## config.mk

```make
export PLATFORM = sky130hd
export DESIGN_NAME = gpp_port
export DESIGN_NICKNAME = d
export VERILOG_FILES = /design/src/rtl/gpp_port.v
export VERILOG_INCLUDE_DIRS = /design/src /design/src/rtl
export SDC_FILE = /design/constraint.sdc
export NUM_CORES = 1
export LEC_CHECK = 0
export ABC_AREA = 1
export ABC_CLOCK_PERIOD_IN_PS = 3050
export BUFFER_PORTS_ARGS = -buffer_cell sky130_fd_sc_hd__buf_4
export CORE_MARGIN = 8
export CORE_UTILIZATION = 60
export CTS_CLUSTER_SIZE = 8
export DETAILED_ROUTE_END_ITERATION = 6
export PLACE_DENSITY = 0.9
export SLEW_MARGIN = 20
export SYNTH_ARGS = -nofsm -noshare
export SYNTH_HDL_FRONTEND = slang
export SYNTH_SLANG_ARGS = --single-unit
export TNS_END_PERCENT = 10
```

## constraint.sdc

```tcl
create_clock -name clk -period 3.05 [get_ports clk]
set_input_delay 0.1525 -clock clk [delete_from_list [all_inputs] [get_ports clk]]
set_output_delay 0.1525 -clock clk [all_outputs]
set_load 0.01 [all_outputs]
```

## src/rtl/gpp_defines.vh

```
// Register map, field positions, reset values and timing counts of the pin port
// Functional notes
// - Toggle alias inverts driver-enable bits written one
// - Zero bits written to aliases change nothing
// - Toggle alias reads back driver-enable register
// - Drive level sets pin only when driven
// - Set alias forces drive-level bits high
// - Clear alias forces drive-level bits low
// - Toggle alias inverts drive-level bits
// - Set, clear, toggle aliases read drive level
// - Sampled register shows pin level when buffered
// - Writing ones to sampled register toggles drive
// - Disabled input buffer freezes sampled bit
// - Sense match sets the pin event flag
// - Writing one clears flag, zero keeps it
// - Port control bit zero limits slew portwide
// - Bit seven inverts pin input and output
// - Bit three pulls up input-only pins
// - Codes one/two/three: both, rising, falling edges
// - Code zero no event; four disables buffer
// - Code five low level; six, seven reserved
// - Pin controls at consecutive offsets from base
// - Driver-enable zero input-only, one drives pin
// - Three quiet cycles after a pin event
`ifndef GPP_DEFINES_VH
`define GPP_DEFINES_VH

`define GPP_AW 5
`define GPP_DW 8

// Register offsets
`define GPP_ADDR_DRV_EN 5'h00
`define GPP_ADDR_DRV_EN_SET 5'h01
`define GPP_ADDR_DRV_EN_CLR 5'h02
`define GPP_ADDR_DRV_EN_TGL 5'h03
`define GPP_ADDR_LVL 5'h04
`define GPP_ADDR_LVL_SET 5'h05
`define GPP_ADDR_LVL_CLR 5'h06
`define GPP_ADDR_LVL_TGL 5'h07
`define GPP_ADDR_SAMPLED 5'h08
`define GPP_ADDR_FLAGS 5'h09
`define GPP_ADDR_PORT_CTRL 5'h0a
`define GPP_ADDR_PIN_CTRL 5'h10
`define GPP_PIN_CTRL_STEP 5'h01

// Reset values
`define GPP_RST_REG 8'h00

// Field positions
`define GPP_SLEW_BIT 0
`define GPP_FLIP_BIT 7
`define GPP_PULL_BIT 3
`define GPP_SENSE_HI 2
`define GPP_SENSE_LO 0
`define GPP_PIN_CTRL_MASK 8'h8f

// Sense select codes
`define GPP_SENSE_OFF_BUF_ON 3'h0
`define GPP_SENSE_ANY_EDGE 3'h1
`define GPP_SENSE_RISE 3'h2
`define GPP_SENSE_FALL 3'h3
`define GPP_SENSE_BUF_OFF 3'h4
`define GPP_SENSE_LOW 3'h5

// Quiet time after an event, in peripheral clock cycles
`define GPP_DEAD_CYCLES 2'h3

`endif

```

## src/rtl/gpp_port.v

```verilog
// Eight-pin port register file with pin drive, sampling and event flags
`timescale 1ns/1ps
`include "gpp_defines.vh"

module gpp_port #(
  parameter NPIN = 8
) (
  // Clock and reset
  input wire clk,
  input wire rst,
  // Register port
  input wire [`GPP_AW-1:0] addr,
  input wire [`GPP_DW-1:0] wdata,
  input wire wr_en,
  input wire rd_en,
  output reg [`GPP_DW-1:0] rdata_r,
  // Pins
  input wire [NPIN-1:0] pin_in,
  output reg [NPIN-1:0] pin_out_r,
  output reg [NPIN-1:0] pin_oe_r,
  output reg [NPIN-1:0] weak_high_enable_r,
  output reg slew_limit_enable_r,
  // Pin event summary
  output reg pin_event_r
);

  reg [NPIN-1:0] drv_en_r;
  reg [NPIN-1:0] drv_en_nxt;
  reg [NPIN-1:0] lvl_r;
  reg [NPIN-1:0] lvl_nxt;
  reg [NPIN-1:0] sampled_r;
  reg [NPIN-1:0] flags_r;
  reg [NPIN-1:0] flags_nxt;
  reg [`GPP_DW-1:0] port_ctrl_r;
  reg [`GPP_DW-1:0] pin_ctrl_r [0:NPIN-1];
  reg [1:0] dead_r;
  reg [NPIN-1:0] flip;
  reg [NPIN-1:0] buf_on;
  reg [NPIN-1:0] pull;
  reg [NPIN-1:0] flip_nxt;
  reg [NPIN-1:0] pull_nxt;
  reg [NPIN-1:0] pin_wr;
  reg [NPIN-1:0] in_val;
  reg [NPIN-1:0] hit;
  reg [NPIN-1:0] set_ev;
  reg [NPIN-1:0] clr_w;
  reg [2:0] sense;
  reg [`GPP_DW-1:0] rd_nxt;
  integer i;
  integer j;
  integer k;
  wire [31:0] addr_ext;

  // Address widened for compares against integer offsets
  assign addr_ext = {{(32-`GPP_AW){1'b0}}, addr};

  // Per-pin decode of control fields and the input path
  always @* begin
    sense = 3'h0;
    for (i = 0; i < NPIN; i = i + 1) begin
      flip[i] = pin_ctrl_r[i][`GPP_FLIP_BIT];
      pull[i] = pin_ctrl_r[i][`GPP_PULL_BIT];
      pin_wr[i] = wr_en && (addr_ext == `GPP_ADDR_PIN_CTRL + i * `GPP_PIN_CTRL_STEP);
      flip_nxt[i] = pin_wr[i] ? wdata[`GPP_FLIP_BIT] : flip[i];
      pull_nxt[i] = pin_wr[i] ? wdata[`GPP_PULL_BIT] : pull[i];
      sense = pin_ctrl_r[i][`GPP_SENSE_HI:`GPP_SENSE_LO];
      buf_on[i] = (sense != `GPP_SENSE_BUF_OFF);
      in_val[i] = pin_in[i] ^ flip[i];
      if (sense == `GPP_SENSE_ANY_EDGE) begin
        hit[i] = in_val[i] ^ sampled_r[i];
      end else if (sense == `GPP_SENSE_RISE) begin
        hit[i] = in_val[i] & ~sampled_r[i];
      end else if (sense == `GPP_SENSE_FALL) begin
        hit[i] = ~in_val[i] & sampled_r[i];
      end else if (sense == `GPP_SENSE_LOW) begin
        hit[i] = ~in_val[i];
      end else begin
        hit[i] = 1'b0;
      end
    end
  end

  // Events are held off during the quiet window after the last one
  always @* begin
    set_ev = (dead_r == 2'h0) ? hit : {NPIN{1'b0}};
    clr_w = (wr_en && addr == `GPP_ADDR_FLAGS) ? wdata[NPIN-1:0] : {NPIN{1'b0}};
    flags_nxt = (flags_r & ~clr_w) | set_ev;
  end

  // Driver-enable and drive-level updates from writes
  always @* begin
    drv_en_nxt = drv_en_r;
    lvl_nxt = lvl_r;
    if (wr_en) begin
      if (addr == `GPP_ADDR_DRV_EN) begin
        drv_en_nxt = wdata[NPIN-1:0];
      end else if (addr == `GPP_ADDR_DRV_EN_SET) begin
        drv_en_nxt = drv_en_r | wdata[NPIN-1:0];
      end else if (addr == `GPP_ADDR_DRV_EN_CLR) begin
        drv_en_nxt = drv_en_r & ~wdata[NPIN-1:0];
      end else if (addr == `GPP_ADDR_DRV_EN_TGL) begin
        drv_en_nxt = drv_en_r ^ wdata[NPIN-1:0];
      end else if (addr == `GPP_ADDR_LVL) begin
        lvl_nxt = wdata[NPIN-1:0];
      end else if (addr == `GPP_ADDR_LVL_SET) begin
        lvl_nxt = lvl_r | wdata[NPIN-1:0];
      end else if (addr == `GPP_ADDR_LVL_CLR) begin
        lvl_nxt = lvl_r & ~wdata[NPIN-1:0];
      end else if (addr == `GPP_ADDR_LVL_TGL || addr == `GPP_ADDR_SAMPLED) begin
        lvl_nxt = lvl_r ^ wdata[NPIN-1:0];
      end
    end
  end

  // Read multiplexer, answered in the following cycle
  always @* begin
    rd_nxt = `GPP_RST_REG;
    if (addr == `GPP_ADDR_DRV_EN || addr == `GPP_ADDR_DRV_EN_SET ||
        addr == `GPP_ADDR_DRV_EN_CLR || addr == `GPP_ADDR_DRV_EN_TGL) begin
      rd_nxt = drv_en_r;
    end else if (addr == `GPP_ADDR_LVL || addr == `GPP_ADDR_LVL_SET ||
                 addr == `GPP_ADDR_LVL_CLR || addr == `GPP_ADDR_LVL_TGL) begin
      rd_nxt = lvl_r;
    end else if (addr == `GPP_ADDR_SAMPLED) begin
      rd_nxt = sampled_r;
    end else if (addr == `GPP_ADDR_FLAGS) begin
      rd_nxt = flags_r;
    end else if (addr == `GPP_ADDR_PORT_CTRL) begin
      rd_nxt = port_ctrl_r & 8'h01;
    end else begin
      // Pin control bytes, one per pin
      for (k = 0; k < NPIN; k = k + 1) begin
        if (addr_ext == `GPP_ADDR_PIN_CTRL + k * `GPP_PIN_CTRL_STEP) begin
          rd_nxt = pin_ctrl_r[k];
        end
      end
    end
  end

  // Register state
  always @(posedge clk or posedge rst) begin
    if (rst) begin
      drv_en_r <= {NPIN{1'b0}};
      lvl_r <= {NPIN{1'b0}};
      sampled_r <= {NPIN{1'b0}};
      flags_r <= {NPIN{1'b0}};
      port_ctrl_r <= `GPP_RST_REG;
      dead_r <= 2'h0;
      rdata_r <= `GPP_RST_REG;
      for (j = 0; j < NPIN; j = j + 1) begin
        pin_ctrl_r[j] <= `GPP_RST_REG;
      end
    end else begin
      drv_en_r <= drv_en_nxt;
      lvl_r <= lvl_nxt;
      flags_r <= flags_nxt;
      // Only buffered pins follow the pin; others hold
      sampled_r <= (in_val & buf_on) | (sampled_r & ~buf_on);
      if (|set_ev) begin
        dead_r <= `GPP_DEAD_CYCLES;
      end else if (dead_r != 2'h0) begin
        dead_r <= dead_r - 2'h1;
      end
      if (wr_en && addr == `GPP_ADDR_PORT_CTRL) begin
        port_ctrl_r <= wdata & 8'h01;
      end
      for (j = 0; j < NPIN; j = j + 1) begin
        if (pin_wr[j]) begin
          pin_ctrl_r[j] <= wdata & `GPP_PIN_CTRL_MASK;
        end
      end
      rdata_r <= rd_en ? rd_nxt : `GPP_RST_REG;
    end
  end

  // Pin drive, registered from the next state; slew limit from the current port_ctrl_r
  always @(posedge clk or posedge rst) begin
    if (rst) begin
      pin_out_r <= {NPIN{1'b0}};
      pin_oe_r <= {NPIN{1'b0}};
      weak_high_enable_r <= {NPIN{1'b0}};
      slew_limit_enable_r <= 1'b0;
      pin_event_r <= 1'b0;
    end else begin
      pin_out_r <= lvl_nxt ^ flip_nxt;
      pin_oe_r <= drv_en_nxt;
      weak_high_enable_r <= pull_nxt & ~drv_en_nxt;
      slew_limit_enable_r <= port_ctrl_r[`GPP_SLEW_BIT];
      pin_event_r <= |flags_nxt;
    end
  end

endmodule

```

==> results of run 1 <==
## stage by stage
stage	area, um^2	power (mW)	util
floorplan	6110	2.75	-
global placement	6640	3.20	0.658
detailed placement	6640	3.25	0.658
CTS	6890	4.24	0.682
global route	6890	4.54	0.682
finish	6890	4.27	0.682
## final cells by class
cell class	count	area (um^2)	area share
well taps	136	170	0.0247
clock buffers	10	138	0.0200
flip-flops and latches	101	2530	0.367
repair buffers	60	465	0.0676
clock inverters	6	93.8	0.0136
multi-input cells	562	3080	0.448
inverters	108	409	0.0594
## how the worst max path moves through the flow
stage / start / endpoint / slack (ns) / cells past startpoint
after floorplan: rst / async pin / 0.25 / 1
after global placement: addr[0] / pin_out_r[7] / 0.86 / 13
after detailed placement: addr[0] / pin_out_r[0] / 0.74 / 13
after CTS: flip[2] / pin_event_r / 1.02 / 9
after global routing: flip[3] / pin_event_r / 0.80 / 9
final: flip[2] / pin_event_r / 0.99 / 9
## registers in the layout, summed over array words and instances, names as in the netlist, 2 cells and up, named ones only
signal	cells
pin_ctrl_r	32
weak_high_enable_r	8
dead_r	2
flip	8
rdata_r	8
pin_out_r	8
flags_r	8
lvl_r	8
pin_oe_r	8
## cell families (layout without fill, tap and decap cells)
family | count (synthesis) | count (layout) | share of synthesized area
AO/OA/AOI/OAI | 182 | 182 | 0.165
XOR/XNOR | 12 | 12 | 0.0172
adder cells (fa/ha/maj) | 41 | 41 | 0.0840
buffers and inverters | 125 | 184 | 0.0815
flip-flops | 101 | 101 | 0.414
AND/OR/NAND/NOR | 327 | 327 | 0.238
## cells in the final DEF, fill, tap and decap left out, types with 2 or more instances in the layout
cell | synthesis | final
xnor2_1 | 7 | 7
inv_6 | 0 | 2
a21oi_2 | 2 | 2
clkbuf_8 | 0 | 10
xor2_1 | 5 | 5
bufinv_16 | 0 | 2
a21oi_1 | 45 | 45
or2_0 | 3 | 3
inv_1 | 101 | 100
ha_1 | 41 | 41
nand2_1 | 185 | 185
nor2_2 | 2 | 2
o21ai_1 | 13 | 13
nand3_1 | 52 | 52
a211oi_1 | 8 | 8
nor2_4 | 5 | 5
nor2_1 | 36 | 36
o22ai_1 | 5 | 5
nor3_1 | 13 | 13
buf_4 | 1 | 58
a31oi_1 | 2 | 2
inv_2 | 5 | 5
o21ai_0 | 84 | 84
nand2_2 | 8 | 8
nand3b_1 | 4 | 4
nor4_1 | 4 | 4
dfrtp_1 | 101 | 101
nand4_1 | 13 | 13
a22oi_1 | 5 | 5
o211ai_1 | 13 | 13
## where the power goes
group / switching [mW] / internal (mW) / total, mW
sequential: 0.300 / 1.65 / 1.95
clock: 0.505 / 0.492 / 0.997
combinational: 0.792 / 0.525 / 1.32
total: 1.60 / 2.67 / 4.27
## per-layer routing
layer,vias to the layer above,share of wire,track usage
li1,2721,-,-
met5,-,0,0
met2,369,0.45,0.401
met4,0,0.038,0.120
met3,69,0.11,0.0595
met1,2592,0.40,0.340
## critical path, cell delays in order (launching register included)
cell and delay [ns]:
dfrtp_1 0.43, xnor2_1 0.22, inv_1 0.09, ha_1 0.19
nor2_1 0.10, a21oi_1 0.04, o21ai_0 0.28, nand2_1 0.13
nor4_1 0.31, nand2_1 0.14
==> flow_summary_export.csv, run 1 <==
group,metric,value,unit
power_and_ir_drop,p_per_area,620,nW/um^2
timing,finalCritPeriodShare,0.674,
worst_hold_path,hp-class,"in2reg",
cts,cts-root-buf,"clkbuf_8",
cts,insertion_delay,0.39,ns
yosys,syn_inst,788,
global_routing,grt_usage,0.260,
floorplanning,num_rows,37,
timing,rsz0062_at_grt,"false",
placement,dp_slack,0.735,ns
yosys,ys_seq_area_frac,0.414,
yosys,syn_nets,854,
critical_path,cp_max_fo,2,
route,viasPerCell,5.85,
critical_path,reg2reg_slack,0.99,ns
cells_and_area,final_cell_count_no_fill,983,
yosys,synth_cell_types,39,
cts,cts_max_path_buffers,2,
worst_hold_path,hold_end,"rdata_r[1]",
route,drtIter0Drc,588,
critical_path,cp.arrival,2.32,ns
global_routing,gr-total-overflow,0,
cts,h-tree-depth,3,
worst_hold_path,hold-path-cell-count,3,
critical_path,cp_data_required_time,3.31,ns
cts,clock-sinks,101,
worst_hold_path,hp-start,"rd_en",
yosys,postSynthAreaPerCell,7.75,um^2
cts,ctsResizeCount,0,
critical_path,critical_path_class,"reg2reg",
yosys,synth.area.top_cells,"dfrtp_1, nand2_1, ha_1",
floorplanning,initial_core_util,0.605,
power_and_ir_drop,leakage,3.41,nW
power_and_ir_drop,ir_drop,0.000319,V
placement,dpl.hpwl,12500,um
route,num_vias,5751,
yosys,yosys.area.top_type,"dfrtp_1",
timing,worst_slack,0.995,ns
yosys,yosys.area.top_type_share,0.414,
cts,cts_setup_buffers,0,
status,status,"completed",
route,drc,0,
cts,clk_pin_slew_worst_paths,0.10,ns
cells_and_area,drive_above_1_share,0.119,
timing,skew,0.00853,ns
route,routedWlPerCell,17.2,um
job,max_cap_viol_count,0,
cells_and_area,diodes,0,
yosys,synthesis.area,6110,um^2
floorplanning,die_w,117,um
global_routing,antenna_found_initial,0,
yosys,synth_common_cells,"nand2_1, dfrtp_1, inv_1, o21ai_0, nand3_1",
route,final_antenna_net_count,0,
critical_path,start_kind,"flop",
timing,tns,0,ns
yosys,yosysMostFrequentCell,"nand2_1",
timing,period_minus_slack,2.06,ns
cts,numCtsBuffers,9,
placement,io_buffers,58,
placement,placedCellCount,966,
cells_and_area,area_growth_syn_to_layout,12.7,%
cts,cts_hold_buf,1,
placement,globalplace.congestion,0.957,
route,firstDrtPassIters,5,
yosys,synthArstFlopShare,1.00,
timing,hold_viol,0,
cells_and_area,fillers,822,
timing,fmaxAchievable,487,MHz
timing,setup_viol,0,
timing,tightest_slew,0.669,ns
global_routing,grt_max_degree,53,
critical_path,r2r_cells,9,
global_routing,grt_pass1_wl,27300,um
critical_path,reg2reg_from,"flip[2]",
yosys,ys.flop_type,"dfrtp_1",
timing,relSlewSlack,0.553,
route,drt_wl_total,16900,um
global_routing,grt_pass1_vias,5476,
floorplanning,io_pins,59,
critical_path,reg2reg_to,"pin_event_r",
critical_path,endpoint_kind,"flop",
timing,hold-worst-slack,0.0369,ns
cells_and_area,fin_nets,908,
timing,maxSlewViolCount,0,
cts,tritoncts,"yes",
floorplanning,core_area,10100,um^2
yosys,ys_seq_elements,101,
floorplanning,fp.dieH,117,um
floorplanning,die-area,13700,um^2
yosys,yosysWarningCount,0,
yosys,synth-edff-count,0,
Power figures use the tool's default switching activity.
==> inputs of run 2 (changes only) <==
Settings changed: ABC_CLOCK_PERIOD_IN_PS 3050 to 2100.
Clock period 3.05 ns to 2.1 ns, I/O delays scaled along.
==> flow_summary_export.csv, run 2 (synthesized netlist as in run 1, its figures left out) <==
group,metric,value,unit
status,status,"completed",
route,drt_wl_total,17300,um
power_and_ir_drop,p_sw,2.37,mW
timing,tns,0,ns
timing,worst_slack,0.147,ns
placement,dpl.hpwl,12800,um
route,routedWlPerCell,17.3,um
critical_path,cp_max_fo,3,
global_routing,grt_pass1_vias,5674,
cells_and_area,top_register,"pin_ctrl_r",
cts,clock-sinks,101,
floorplanning,fp.dieH,117,um
timing,finalCritPeriodShare,0.930,
placement,placedCellCount,979,
floorplanning,die-area,13700,um^2
floorplanning,initial_core_util,0.605,
global_routing,grt_usage,0.266,
cts,cts-root-buf,"clkbuf_8",
cells_and_area,fin_nets,921,
power_and_ir_drop,clkPwrFrac,0.204,
timing,fmaxAchievable,512,MHz
critical_path,cp_top_family,"simple AND/OR/NAND/NOR gates",
power_and_ir_drop,finalPower,6.02,mW
timing,tightest_slew,0.537,ns
cells_and_area,mostFrequentLayoutCells,"nand2_1, dfrtp_1, inv_1",
route,drtIter0Drc,623,
timing,hold_viol,0,
route,num_vias,5862,
power_and_ir_drop,p_per_area,866,nW/um^2
critical_path,critical_path_class,"reg2reg",
global_routing,grt_pass1_wl,28200,um
critical_path,cp.arrival,2.21,ns
cts,h-tree-depth,3,
route,drc,0,
route,viasPerCell,5.89,
cts,numCtsBuffers,9,
critical_path,cp_num_buf_inv,0,
cts,clk_pin_slew_worst_paths,0.11,ns
power_and_ir_drop,swShare,0.394,
power_and_ir_drop,p_int,3.65,mW
critical_path,cp_slowest_stage_delay,0.44,ns
cts,insertion_delay,0.37,ns
timing,maxSlewViolCount,0,
placement,globalplace.congestion,1.00,
critical_path,endpoint_kind,"flop",
placement,io_buffers,58,
global_routing,grt_max_degree,56,
floorplanning,num_rows,37,
route,firstDrtPassIters,5,
power_and_ir_drop,seqPwrFrac,0.471,
worst_hold_path,hp-class,"in2reg",
cts,cts_max_path_buffers,2,
critical_path,crit_path_top_delay_cell,"dfrtp_1",
cells_and_area,area_growth_syn_to_layout,13.8,%
critical_path,start_kind,"flop",
power_and_ir_drop,combPwrFrac,0.326,
cells_and_area,final_cell_count_no_fill,996,
timing,period_minus_slack,1.95,ns
cells_and_area,drive_above_1_share,0.134,
timing,rsz0062_at_grt,"false",
power_and_ir_drop,ir_drop,0.000490,V
cts,tritoncts,"yes",
floorplanning,io_pins,59,
job,max_cap_viol_count,0,
timing,setup_viol,0,
critical_path,cp_data_required_time,2.35,ns
cells_and_area,largest_reg_flops,32,
cells_and_area,diodes,0,
route,final_antenna_net_count,0,
timing,skew,0.00980,ns
placement,dp_slack,0.172,ns
critical_path,path_cells,"xor2_1 -> ha_1 -> nor4_1 -> o31ai_1 -> nand2_1 -> nor4_1 -> nand2_1",
cells_and_area,final_common_cell,"nand2_1",
floorplanning,core_area,10100,um^2
power_and_ir_drop,leakage,3.46,nW
timing,relSlewSlack,0.641,
global_routing,gr-total-overflow,0,
global_routing,antenna_found_initial,0,
floorplanning,die_w,117,um
## run 2: worst reg2reg max path: cells and delay by family, from the launching register on
kind,cells,cell delay [ns]
simple gates,4,0.50
flops,1,0.44
fa+ha+maj,1,0.30
compound gates,1,0.40
xor+xnor,1,0.19
## run 2: metrics by stage
stage                util  area [um^2]  hold slack (ns)
global placement    0.668         6740            0.186
floorplan               -         6110            0.238
global route        0.689         6950           0.0168
CTS                 0.688         6940         0.000520
detailed placement  0.668         6740            0.184
finish              0.689         6950         0.000270
## run 2: final timing paths
path | start | endpoint | slack (ns) | cells after the start
setup / recovery | flip[6] | pin_event_r | 0.15 | 7
setup reg to reg | flip[6] | pin_event_r | 0.15 | 7
max in group asynchronous | rst | rdata_r[0] | 1.10 | 4
hold reg to reg | port_ctrl_r[0] | slew_limit_enable_r | 0.46 | 0
hold / removal | rd_en | rdata_r[7] | 0.0003 | 3
min in group asynchronous | rst | pin_ctrl_r[57] | 0.33 | 3
## run 2: power groups by stage
stage | Clock [mW] | Combinational [mW] | Sequential [mW]
CTS | 1.23 | 1.94 | 2.81
floorplan | 0 | 1.22 | 2.78
global placement | 0 | 1.84 | 2.84
global route | 1.32 | 2.23 | 2.88
finish | 1.23 | 1.96 | 2.83
detailed placement | 0 | 1.91 | 2.84
## run 2: cell type report
type	count	area, um^2
inverters	108	410
flip-flops and latches	101	2530
multi-input cells	562	3090
repair buffers	73	563
clock inverters	7	65.1
fillers	823	3140
well taps	136	170
clock buffers	9	124
## run 2: metal layers
layer | up-vias | track usage | share of wire
li1 | 2768 | - | -
met1 | 2686 | 0.330 | 0.40
met2 | 341 | 0.435 | 0.47
met3 | 67 | 0.0564 | 0.088
met4 | 0 | 0.125 | 0.043
met5 | - | 0 | 0
## run 2: repair_timing
item,CTS,global route
hold buffers,1,0
setup endpoints to repair,0,2
endpoints found under the hold margin,22,0
gates resized for setup,0,4
setup buffers,0,0
